--- src/logic/pcig_pkg.sv ---
`default_nettype none
package pcig_pkg;
  // Register offsets (byte addresses in the register channel)
  localparam logic [11:0] CFG_ADDR_OFF = 12'h500;
  localparam logic [11:0] CFG_DATA_OFF = 12'h504;
  localparam logic [11:0] RETURNED_VECTOR_OFF = 12'h508;
  // Reset values
  localparam logic [31:0] CFG_ADDR_RST = 32'h00000000;
  localparam logic [31:0] CFG_DATA_RST = 32'h00000000;
  localparam logic [31:0] RETURNED_VECTOR_RST = 32'h00000000;
  // Writable bits of the configuration address register (bits 31..24, 15 and 1 hard zero)
  localparam logic [31:0] CFG_ADDR_WMASK = 32'h00FF7FFD;
  // Field positions inside the configuration address register
  localparam int CA_TYPE_BIT = 0;
  localparam int CA_REG_LSB = 2;
  localparam int CA_FUNC_LSB = 8;
  localparam int CA_DEV_LSB = 11;
  // PCI command codes driven on C/BE during the address phase
  localparam logic [3:0] PCI_CMD_IACK = 4'h0;
  localparam logic [3:0] PCI_CMD_CFG_RD = 4'hA;
  localparam logic [3:0] PCI_CMD_CFG_WR = 4'hB;

  // Local bus request as seen by the register channel
  typedef struct packed {
    logic [11:0] addr;   // Register offset
    logic [1:0] lsb;     // Address bits A[1:0]
    logic [1:0] size;    // Transfer size SIZ[1:0]
    logic write;         // 1 = write
    logic [31:0] wdata;  // Write data, no byte swap
  } pcig_req_s;

  // Request toward the PCI master engine
  typedef struct packed {
    logic [3:0] cmd;     // PCI command
    logic [31:0] addr;   // Address phase AD value
    logic [3:0] be_n;    // Byte enables, active low
    logic [31:0] wdata;  // Data phase value for writes
  } pcig_pci_s;

  // Transaction engine states, Gray from IDLE through RUN to DONE
  typedef enum logic [1:0] {
    PCIG_IDLE = 2'b00,
    PCIG_RUN = 2'b01,
    PCIG_DONE = 2'b11
  } pcig_state_e;
endpackage
`default_nettype wire

--- src/logic/pcig_regchan.sv ---
`timescale 1ns/1ns
`default_nettype none
// Contract
// - Type 1 address phase carries whole address register
// - Type 0 drives one-hot device select AD31..16
// - Type 0 low lines: zero, function, register, zero
// - Address register bit 15 reads zero
// - Local write of data register starts config write
// - Local read of data register starts config read
// - Config accesses retried until PCI cycle completes
// - PCI side data register: writes ignored, reads zero
// - No byte swapping in the register channel
// - Data register access errors without master enable
// - Vector register access errors without master enable
// - Local read of vector register starts IACK
// - IACK byte lanes from SIZ and A bits
// - IACK passes local address onto PCI
// - Retry until vector latched, return on reread
// - Vector writes ignored, PCI reads return zero
module pcig_regchan (
  input wire logic clk,                        // 100 MHz clock
  input wire logic rstn,                       // Async reset, active low
  input wire logic lb_valid,                   // Local bus access strobe
  input wire pcig_pkg::pcig_req_s lb_req,      // Local bus access
  output logic lb_ack,                         // Access completed, data valid
  output logic lb_retry,                       // Access must be repeated
  output logic lb_berr,                        // Access ended with bus error
  output logic [31:0] lb_rdata,                // Read data
  input wire logic pb_valid,                   // PCI side register access
  input wire logic [11:0] pb_addr,             // PCI side offset
  input wire logic pb_write,                   // PCI side write
  input wire logic [31:0] pb_wdata,            // PCI side write data
  output logic pb_ack,                         // PCI side access done
  output logic [31:0] pb_rdata,                // PCI side read data
  input wire logic pci_master_enable,          // Bus master enable, same clock
  output logic pci_req,                        // Start a PCI cycle (level)
  output pcig_pkg::pcig_pci_s pci_cyc,         // Cycle description
  input wire logic pci_done,                   // PCI cycle finished, pulse
  input wire logic [31:0] pci_rdata            // Data from PCI target
);
  ////////////////////////////////////////////////////////////////////////
  // State
  logic [31:0] addr_reg, addr_next;            // Configuration address
  logic [31:0] data_reg, data_next;            // Last config payload
  logic [31:0] vec_reg, vec_next;              // Returned vector
  pcig_pkg::pcig_state_e st_reg, st_next;      // Delayed transfer state
  logic [11:0] pend_off_reg, pend_off_next;    // Offset of the pending access
  logic pend_wr_reg, pend_wr_next;             // Pending access is a write
  logic [31:0] pend_wdat_reg, pend_wdat_next;  // Held write data
  logic req_reg, req_next;                     // Cycle request level
  pcig_pkg::pcig_pci_s cyc_reg, cyc_next;      // Cycle description
  logic ack_reg, ack_next, retry_reg, retry_next, berr_reg, berr_next;
  logic [31:0] rdata_reg, rdata_next;
  logic pack_reg, pack_next;
  logic [31:0] prd_reg, prd_next;

  ////////////////////////////////////////////////////////////////////////
  // Helpers
  // Byte lanes from size and low address bits, little-endian lane order
  function automatic logic [3:0] lanes_n(input logic [1:0] sz, input logic [1:0] a);
    logic [3:0] en;
    en = 4'h0;
    case (sz)
      2'b01: en = 4'h1 << a;                                  // Byte
      2'b10: en = a[1] ? 4'hC : 4'h3;                         // Half word
      default: en = 4'hF;                                      // Word (00) or 3-byte
    endcase
    lanes_n = ~en;
  endfunction

  // Address phase value for a configuration cycle
  function automatic logic [31:0] cfg_ad(input logic [31:0] ca);
    logic [31:0] ad;
    ad = 32'h00000000;
    if (ca[pcig_pkg::CA_TYPE_BIT]) begin
      ad = ca;
    end else begin
      ad[31:16] = 16'h0001 << ca[pcig_pkg::CA_DEV_LSB +: 4];
      ad[15:11] = 5'h00;
      ad[10:8] = ca[pcig_pkg::CA_FUNC_LSB +: 3];
      ad[7:2] = ca[pcig_pkg::CA_REG_LSB +: 6];
      ad[1:0] = 2'h0;
    end
    cfg_ad = ad;
  endfunction

  // Local offset decode
  logic hit_data, hit_vec, hit_addr;
  assign hit_addr = (lb_req.addr == pcig_pkg::CFG_ADDR_OFF);
  assign hit_data = (lb_req.addr == pcig_pkg::CFG_DATA_OFF);
  assign hit_vec = (lb_req.addr == pcig_pkg::RETURNED_VECTOR_OFF);

  ////////////////////////////////////////////////////////////////////////
  // Next-state logic for the local channel and delayed transfers
  always_comb begin
    addr_next = addr_reg;
    data_next = data_reg;
    vec_next = vec_reg;
    st_next = st_reg;
    pend_off_next = pend_off_reg;
    pend_wr_next = pend_wr_reg;
    pend_wdat_next = pend_wdat_reg;
    req_next = req_reg;
    cyc_next = cyc_reg;
    ack_next = 1'b0;
    retry_next = 1'b0;
    berr_next = 1'b0;
    rdata_next = rdata_reg;
    // PCI cycle completion latches result
    if (st_reg == pcig_pkg::PCIG_RUN && pci_done) begin
      st_next = pcig_pkg::PCIG_DONE;
      req_next = 1'b0;
      if (pend_off_reg == pcig_pkg::RETURNED_VECTOR_OFF) begin
        vec_next = pci_rdata;
      end else if (!pend_wr_reg) begin
        data_next = pci_rdata;
      end
    end
    if (lb_valid) begin
      if (hit_addr) begin
        // Plain register, no PCI cycle
        ack_next = 1'b1;
        if (lb_req.write) begin
          addr_next = lb_req.wdata & pcig_pkg::CFG_ADDR_WMASK;
        end
        rdata_next = addr_reg;
      end else if ((hit_data || hit_vec) && !pci_master_enable) begin
        berr_next = 1'b1;
      end else if (hit_vec && lb_req.write) begin
        ack_next = 1'b1;
      end else if (hit_data || hit_vec) begin
        case (st_reg)
          pcig_pkg::PCIG_IDLE: begin
            // Launch and retry the master
            retry_next = 1'b1;
            st_next = pcig_pkg::PCIG_RUN;
            req_next = 1'b1;
            pend_off_next = lb_req.addr;
            pend_wr_next = lb_req.write;
            pend_wdat_next = lb_req.wdata;
            cyc_next.wdata = lb_req.wdata;
            if (hit_vec) begin
              cyc_next.cmd = pcig_pkg::PCI_CMD_IACK;
              cyc_next.addr = {20'h00000, lb_req.addr[11:2], lb_req.lsb};
              cyc_next.be_n = lanes_n(lb_req.size, lb_req.lsb);
            end else begin
              cyc_next.cmd = lb_req.write ? pcig_pkg::PCI_CMD_CFG_WR
                                          : pcig_pkg::PCI_CMD_CFG_RD;
              cyc_next.addr = cfg_ad(addr_reg);
              cyc_next.be_n = 4'h0;
            end
          end
          pcig_pkg::PCIG_RUN: begin
            retry_next = 1'b1;
          end
          default: begin
            // Completed: only the matching access takes the result
            if (lb_req.addr == pend_off_reg && lb_req.write == pend_wr_reg) begin
              ack_next = 1'b1;
              st_next = pcig_pkg::PCIG_IDLE;
              if (pend_wr_reg) begin
                data_next = pend_wdat_reg;
              end
              rdata_next = hit_vec ? vec_reg : data_reg;
            end else begin
              retry_next = 1'b1;
            end
          end
        endcase
      end else begin
        // Unmapped offsets read zero
        ack_next = 1'b1;
        rdata_next = 32'h00000000;
      end
    end
  end

  // Local channel registers
  always_ff @(posedge clk or negedge rstn) begin
    if (!rstn) begin
      addr_reg <= pcig_pkg::CFG_ADDR_RST;
      data_reg <= pcig_pkg::CFG_DATA_RST;
      vec_reg <= pcig_pkg::RETURNED_VECTOR_RST;
      st_reg <= pcig_pkg::PCIG_IDLE;
      pend_off_reg <= 12'h000;
      pend_wr_reg <= 1'b0;
      pend_wdat_reg <= 32'h00000000;
      req_reg <= 1'b0;
      cyc_reg <= '0;
      ack_reg <= 1'b0;
      retry_reg <= 1'b0;
      berr_reg <= 1'b0;
      rdata_reg <= 32'h00000000;
    end else begin
      addr_reg <= addr_next;
      data_reg <= data_next;
      vec_reg <= vec_next;
      st_reg <= st_next;
      pend_off_reg <= pend_off_next;
      pend_wr_reg <= pend_wr_next;
      pend_wdat_reg <= pend_wdat_next;
      req_reg <= req_next;
      cyc_reg <= cyc_next;
      ack_reg <= ack_next;
      retry_reg <= retry_next;
      berr_reg <= berr_next;
      rdata_reg <= rdata_next;
    end
  end

  ////////////////////////////////////////////////////////////////////////
  // PCI side register access
  always_comb begin
    pack_next = pb_valid;
    prd_next = 32'h00000000;
    // Data and vector read zero, writes ignored
    if (pb_valid && !pb_write && pb_addr == pcig_pkg::CFG_ADDR_OFF) begin
      prd_next = addr_reg;
    end
  end

  always_ff @(posedge clk or negedge rstn) begin
    if (!rstn) begin
      pack_reg <= 1'b0;
      prd_reg <= 32'h00000000;
    end else begin
      pack_reg <= pack_next;
      prd_reg <= prd_next;
    end
  end

  assign lb_ack = ack_reg;
  assign lb_retry = retry_reg;
  assign lb_berr = berr_reg;
  assign lb_rdata = rdata_reg;
  assign pb_ack = pack_reg;
  assign pb_rdata = prd_reg;
  assign pci_req = req_reg;
  assign pci_cyc = cyc_reg;

  ////////////////////////////////////////////////////////////////////////
  // Checks
  // Launch checks look one edge after the taking edge, when the
  // registered cycle description first stands
  a_bit15_zero: assert property (@(posedge clk) disable iff (!rstn)
    addr_reg[15] == 1'b0) else $error("address bit 15 set");
  a_cfg_berr: assert property (@(posedge clk) disable iff (!rstn)
    lb_valid && hit_data && !pci_master_enable |=> lb_berr && !lb_ack)
    else $error("no bus error on data register");
  a_vec_berr: assert property (@(posedge clk) disable iff (!rstn)
    lb_valid && hit_vec && !pci_master_enable |=> lb_berr)
    else $error("no bus error on vector register");
  a_launch_retry: assert property (@(posedge clk) disable iff (!rstn)
    lb_valid && hit_data && pci_master_enable && st_reg == pcig_pkg::PCIG_IDLE
    |=> lb_retry && pci_req) else $error("config not launched");
  a_pend_retry: assert property (@(posedge clk) disable iff (!rstn)
    lb_valid && hit_data && pci_master_enable && st_reg == pcig_pkg::PCIG_RUN
    |=> lb_retry && !lb_ack)
    else $error("pending access not retried");
  a_done_drop: assert property (@(posedge clk) disable iff (!rstn)
    st_reg == pcig_pkg::PCIG_RUN && pci_done |=> !pci_req)
    else $error("request held after done");
  a_type0_onehot: assert property (@(posedge clk) disable iff (!rstn)
    $rose(pci_req) && pci_cyc.cmd != pcig_pkg::PCI_CMD_IACK && !addr_reg[0]
    |-> $onehot(pci_cyc.addr[31:16]) && pci_cyc.addr[15:11] == 5'h00
    && pci_cyc.addr[1:0] == 2'h0) else $error("bad type 0 address");
  a_type0_fields: assert property (@(posedge clk) disable iff (!rstn)
    $rose(pci_req) && pci_cyc.cmd != pcig_pkg::PCI_CMD_IACK && !addr_reg[0]
    |-> pci_cyc.addr[10:8] == addr_reg[pcig_pkg::CA_FUNC_LSB +: 3]
    && pci_cyc.addr[7:2] == addr_reg[pcig_pkg::CA_REG_LSB +: 6])
    else $error("bad type 0 fields");
  a_type1_addr: assert property (@(posedge clk) disable iff (!rstn)
    $rose(pci_req) && pci_cyc.cmd != pcig_pkg::PCI_CMD_IACK && addr_reg[0]
    |-> pci_cyc.addr == addr_reg) else $error("bad type 1 address");
  a_cfg_wr_cmd: assert property (@(posedge clk) disable iff (!rstn)
    lb_valid && hit_data && lb_req.write && pci_master_enable
    && st_reg == pcig_pkg::PCIG_IDLE
    |=> pci_cyc.cmd == pcig_pkg::PCI_CMD_CFG_WR) else $error("wrong write cmd");
  a_cfg_rd_cmd: assert property (@(posedge clk) disable iff (!rstn)
    lb_valid && hit_data && !lb_req.write && pci_master_enable
    && st_reg == pcig_pkg::PCIG_IDLE
    |=> pci_cyc.cmd == pcig_pkg::PCI_CMD_CFG_RD) else $error("wrong read cmd");
  a_iack_cmd: assert property (@(posedge clk) disable iff (!rstn)
    lb_valid && hit_vec && !lb_req.write && pci_master_enable
    && st_reg == pcig_pkg::PCIG_IDLE
    |=> pci_cyc.cmd == pcig_pkg::PCI_CMD_IACK
    && pci_cyc.addr[11:2] == $past(lb_req.addr[11:2])
    && pci_cyc.addr[1:0] == $past(lb_req.lsb))
    else $error("iack not launched");
  a_iack_lanes: assert property (@(posedge clk) disable iff (!rstn)
    lb_valid && hit_vec && !lb_req.write && pci_master_enable
    && st_reg == pcig_pkg::PCIG_IDLE && lb_req.size == 2'b01
    |=> $countones(pci_cyc.be_n) == 3) else $error("byte lane wrong");
  a_vec_return: assert property (@(posedge clk) disable iff (!rstn)
    st_reg == pcig_pkg::PCIG_RUN && pci_done
    && pend_off_reg == pcig_pkg::RETURNED_VECTOR_OFF
    |=> vec_reg == $past(pci_rdata)) else $error("vector not latched");
  a_vec_readback: assert property (@(posedge clk) disable iff (!rstn)
    lb_valid && hit_vec && !lb_req.write && pci_master_enable
    && st_reg == pcig_pkg::PCIG_DONE && pend_off_reg == pcig_pkg::RETURNED_VECTOR_OFF
    |=> lb_ack && lb_rdata == $past(vec_reg))
    else $error("vector not returned");
  a_pci_zero: assert property (@(posedge clk) disable iff (!rstn)
    pb_valid && pb_addr != pcig_pkg::CFG_ADDR_OFF |=> pb_rdata == 32'h00000000)
    else $error("pci side read not zero");
  a_pci_wr_none: assert property (@(posedge clk) disable iff (!rstn)
    pb_valid && pb_write && !lb_valid && st_reg != pcig_pkg::PCIG_RUN
    |=> $stable(data_reg) && $stable(addr_reg))
    else $error("pci side write had effect");
  a_vec_wr_none: assert property (@(posedge clk) disable iff (!rstn)
    lb_valid && hit_vec && lb_req.write && st_reg == pcig_pkg::PCIG_IDLE
    |=> !pci_req && $stable(vec_reg)) else $error("vector write had effect");
endmodule
`default_nettype wire

--- config.mk ---
export PLATFORM = sky130hd
export DESIGN_NAME = pcig_regchan
export DESIGN_NICKNAME = d
export VERILOG_FILES = /design/src/logic/pcig_pkg.sv /design/src/logic/pcig_regchan.sv
export SDC_FILE = /design/constraint.sdc
export NUM_CORES = 1
export LEC_CHECK = 0
export BUFFER_PORTS_ARGS = -buffer_cell sky130_fd_sc_hd__buf_2
export CAP_MARGIN = 20
export CORE_MARGIN = 2
export CORE_UTILIZATION = 45
export CTS_CLUSTER_SIZE = 8
export DETAILED_ROUTE_END_ITERATION = 6
export PLACE_DENSITY = 0.7
export RECOVER_POWER = 100
export SYNTH_ARGS = -nofsm -noshare
export SYNTH_HDL_FRONTEND = slang
export SYNTH_SLANG_ARGS = --single-unit
--- constraint.sdc ---
create_clock -name clk -period 3.45 [get_ports clk]
set_input_delay 0.1725 -clock clk [delete_from_list [all_inputs] [get_ports clk]]
set_output_delay 0.1725 -clock clk [all_outputs]
set_load 0.005 [all_outputs]
# After elaboration in Yosys (flattened, before gate mapping)
# Cells that the tools add are included.
# word_totals
regBits	242
inputBits	132
# op_classes
n_eq_ne	14
shifts	2
n_mux	63
bitwise	4
reduce_logical	15
# op_table
operator	count
32-bit 2-to-1 mux	19
12-bit by 11-bit == test with 1-bit output (second input constant)	5
40-bit 2-to-1 mux	1
4-bit 2-to-1 mux	8
1-bit 2-to-1 mux	25
24-bit 2-to-1 mux	1
1-bit by 4-bit left shift with 16-bit output (first input constant)	1
2-bit 2-to-1 mux	7
12-bit == test	1
4-bit case mux with 2 select lines	1
1-bit logical AND	6
6-bit AND reduction	1
5-bit AND reduction	1
2-bit by 1-bit == test with 1-bit output (second input constant)	2
2-bit inequality test (second input constant)	2
4-bit inverter	1
2-bit case mux with 2 select lines	1
1-bit by 2-bit left shift with 4-bit output (first input constant)	1
3-bit by 2-bit inequality test with 1-bit output (second input constant)	1
3-bit inequality test (second input constant)	1
1-bit inverter	3
3-bit AND reduction	1
2-bit == test (second input constant)	1
1-bit logical NOT	2
5 further kinds	5

# Longest topological paths before layout
# depth
depth_word	11
mapped_depth	9

# Least setup slack after synthesis
# No wires, ideal clock.
# synth_timing
path_kind	reg2reg
from	reg pend_off_reg[8]
to	reg data_reg[0]
setup_ns	0.125
arrival_time_ns	1.910
required_ns	3.325
setup_slack_ns	1.415
path_stages_with_launch	7
n_path_buf	1
path_cell_list	dfrtp_1 -> nor4b_1 -> and3_1 -> nor4_2 -> buf_2 -> mux2_2 -> mux2_2
# synth_via
elab_chain_len	11
# synth_lines
item	line	text
start: declaration	pcig_regchan.sv:47	logic [11:0] pend_off_reg, pend_off_next;
start signal: assignment	pcig_regchan.sv:199	pend_off_reg <= pend_off_next;
12-bit by 11-bit == test with 1-bit output	pcig_regchan.sv:113	if (pend_off_reg == pcig_pkg::RETURNED_VECTOR_OFF) begin
32-bit 2-to-1 mux	pcig_regchan.sv:113	
32-bit 2-to-1 mux	pcig_regchan.sv:110	if (st_reg == pcig_pkg::PCIG_RUN && pci_done) begin
32-bit 2-to-1 mux	pcig_regchan.sv:161	if (pend_wr_reg) begin
32-bit 2-to-1 mux	pcig_regchan.sv:158	if (lb_req.addr == pend_off_reg && lb_req.write == pend_wr_reg) begin
32-bit 2-to-1 mux	pcig_regchan.sv:132	case (st_reg)
32-bit 2-to-1 mux	pcig_regchan.sv:131	end else if (hit_data || hit_vec) begin
32-bit 2-to-1 mux	pcig_regchan.sv:129	end else if (hit_vec && lb_req.write) begin
32-bit 2-to-1 mux	pcig_regchan.sv:127	end else if ((hit_data || hit_vec) && !pci_master_enable) begin
32-bit 2-to-1 mux	pcig_regchan.sv:120	if (hit_addr) begin
32-bit 2-to-1 mux *	pcig_regchan.sv:119	if (lb_valid) begin
net data_next[0]	pcig_regchan.sv:44	logic [31:0] data_reg, data_next;
end signal: assignment	pcig_regchan.sv:182	data_reg <= pcig_pkg::CFG_DATA_RST;
end signal: assignment	pcig_regchan.sv:196	data_reg <= data_next;
end: declaration	pcig_regchan.sv:44	
# The timed path passes the listed nets; every way through them passes the cells marked *.
# A chain may end at the register's enable or synchronous reset.

# Worst setup path after layout
# layout_timing
from	in lb_req[41] (netlist bit)
to	reg addr_reg[21]
# layout_via
elab_chain_len	2
# layout_lines
item	line	text
start: declaration	pcig_regchan.sv:24	input wire pcig_pkg::pcig_req_s lb_req,
12-bit by 11-bit == test with 1-bit output	pcig_regchan.sv:89	assign hit_addr = (lb_req.addr == pcig_pkg::CFG_ADDR_OFF);
3-bit AND reduction (no line)	-	
end signal: assignment	pcig_regchan.sv:181	addr_reg <= pcig_pkg::CFG_ADDR_RST;
end signal: assignment	pcig_regchan.sv:195	addr_reg <= addr_next;
end: declaration	pcig_regchan.sv:43	logic [31:0] addr_reg, addr_next;
# No other way between the ends.

==> impl_metrics.yaml <==
synth:
  synth_top_cell_by_area: "dfrtp_1"
  syn_inst: 796
  synth.yosys.seq_area_share_pct: 56.1
  yosys_warnings: 0
  synth-seq-cells: 229
  synth_edf_count: 0
  synth_top_area_share_pct: 56.1
  syn_area_per_cell_sq_um: 12.8
  synthesis.area_sq_um: 10200
  synthArstFlopShare_pct: 100
  ys.flop_type: "dfrtp_1"
  ys_top_cells_by_area: "dfrtp_1 (56%), mux2_2 (16%), mux2_4 (3.4%), mux2i_1 (3.1%), o21ai_0 (2.5%)"
  synth_cell_types: 51
clocking:
  post-cts-setup-buffers: 0
  h-tree-depth: 2
  clk_latency_ns: 0.49
  ctsResizeCount: 0
  path_clk_slew_ns: 0.05
  cts_inserted_buffers: 34
  cts_tree: "built"
  ctsLongestPathBuffers: 3
  clock-sinks: 229
  cts_root_buffer: "clkbuf_16"
routing:
  vias_per_cell: 5.20
  drtIter0Drc: 320
  drc: 0
  wl_per_cell_microns: 19.0
  vias: 7205
  drtAntennaViolNets: 0
  drt_pass1_iterations: 6
  wirelength_microns: 26400
place:
  gp_congestion: 0.862
  post-place-ws_ns: 1.09
  dp_hpwl_microns: 16800
  dp_cells: 1275
  port_buffers: 228
timing:
  tightestPinTransition_ns: 2.33
  holdWs_ns: 0.174
  grt_setup_unrepaired: "no"
  finalSetupTns_ns: 0
  finalClockSkew_ns: 0.0137
  slew_violations: 91
  setup-violations-final: 0
  hold_violations: 0
  period_needed_ns: 2.73
  slew_headroom_pct: -55.4
  timing.fmax_mhz: 366
  fin_crit_sh_pct: 79.1
  worst_slack_ns: 0.721
floorplanning:
  rows: 55
  dieArea_sq_um: 23900
  die_h_microns: 155
  die_w_microns: 155
  initial_core_util_pct: 45.5
  pin_count: 273
  coreArea_sq_um: 22400
global_routing:
  grt_pass1_wl_microns: 41400
  track_usage_pct: 22.1
  grt_remaining_overflow: 0
  grt_pass1_vias: 7596
  antenna_found_initial: 1
  grt_max_degree: 92
pwr:
  p_per_area_nw_per_um2: 455
  p_leak_nw: 6.42
  fin_total_pwr_mw: 5.90
  ir_drop_v: 0.000271
layout:
  drive_above_1_share_pct: 32.4
  instances_no_fill: 1386
  fin_nets: 1232
  syn2layout_area_growth_pct: 26.8
  largest_reg_flops: 69
outcome:
  violations: "max-capacitance violations, max-slew violations"
  outcome: "finished with violations"
setup_path:
  crit_fanout: 23
  critical_path_class: "in -> reg"
  cp-end-kind: "flip-flop"
  arrival_ns: 3.09
  reg2reg_depth: 6
  cp_data_required_time_ns: 3.81
  startpoint_type: "input port"
flow_run:
  maxCapViolations: 1
min_path:
  worst_hold_path_type: "in -> reg"
  min_path_cells: 4
-- synthesized netlist by cell type (all sizes together) (4+ instances only) --
cell type and count:
inv 39, buf 41, nor2 15, clkbuf 20, mux2i 32, nand3 21, nor2b 11, o22ai 10
nor3 6, nor4b 5, o41ai 4, nor4 9, dfrtp 229, and2 22, o21ai 52, nand2 40
xnor2 13, nand4 10, mux2 181
-- routing by layer --
metal	global-route usage, %	up-vias	share of wire [%]
met3	4.74	39	5.1
met5	0	-	0
met4	6.53	0	1.9
li1	-	3343	-
met2	38.3	225	50
met1	28.0	3598	43
-- report_power, final --
part | switching [mW] | internal (mW) | total [mW]
clock network | 1.09 | 1.86 | 2.95
registers | 0.00169 | 2.69 | 2.70
logic | 0.129 | 0.121 | 0.250
-- critical path, stage by stage --
cell	delay, ns
clkbuf_1	0.10
nor4_1	0.69
and3_1	0.26
clkbuf_1	1.00
nand3_1	0.17
buf_4	0.32
mux2_1	0.35
-- through the flow --
stage | utilization (%) | area [sq um]
after CTS | 58.9 | 13200
after global routing | 57.8 | 13000
after global placement | 51.5 | 11600
final | 57.8 | 13000
after floorplan | - | 10300
after detailed placement | 51.5 | 11600
-- final timing paths --
check / from / endpoint / slack (ns)
min in group asynchronous: rstn / pend_off_reg[9] / 0.89
hold reg to reg: pci_cyc[67] / pci_cyc[67] / 0.48
hold / removal: lb_req[44] / lb_retry / 0.17
setup / recovery: lb_req[41] / addr_reg[21] / 0.72
max in group asynchronous: rstn / data_reg[24] / 1.01
setup reg to reg: pend_off_reg[11] / lb_rdata[3] / 0.90
-- cells by family after synthesis --
| group | synth area share [%] |
|---|---|
| flip-flops | 56.1 |
| XOR/XNOR | 1.20 |
| other | 0.0367 |
| AND/OR/NAND/NOR | 8.60 |
| multiplexers | 23.9 |
| buffers and inverters | 5.20 |
| AO/OA/AOI/OAI | 4.70 |
| adder cells (fa/ha/maj) | 0.245 |
-- cell usage in the layout, fill, tap and decap left out, drive strengths merged, types with 15 or more instances in the layout --
cell type / instances
nand3: 21
nor2: 15
o21ai: 52
nand2: 40
mux2: 181
mux2i: 32
inv: 39
dfrtp: 229
buf: 163
clkbuf: 118
dlygate4sd3: 72
and2: 22
-- repair_timing --
action / 4_1_cts / 5_1_grt
endpoints found under the setup margin: 0 / 0
hold buffers: 72 / 0
hold endpoints to repair: 181 / 0
-- final cells by class --
class	instances	area (sq um)
fill	1895	9470
sequential	229	5730
multi-input combinational	478	3890
timing repair buffer	316	1900
clock buffer	37	926
tap	285	357
inverter	39	146
clock inverter	1	5.00
antenna	1	2.50
No activity file was read; power rests on OpenSTA's default activity.
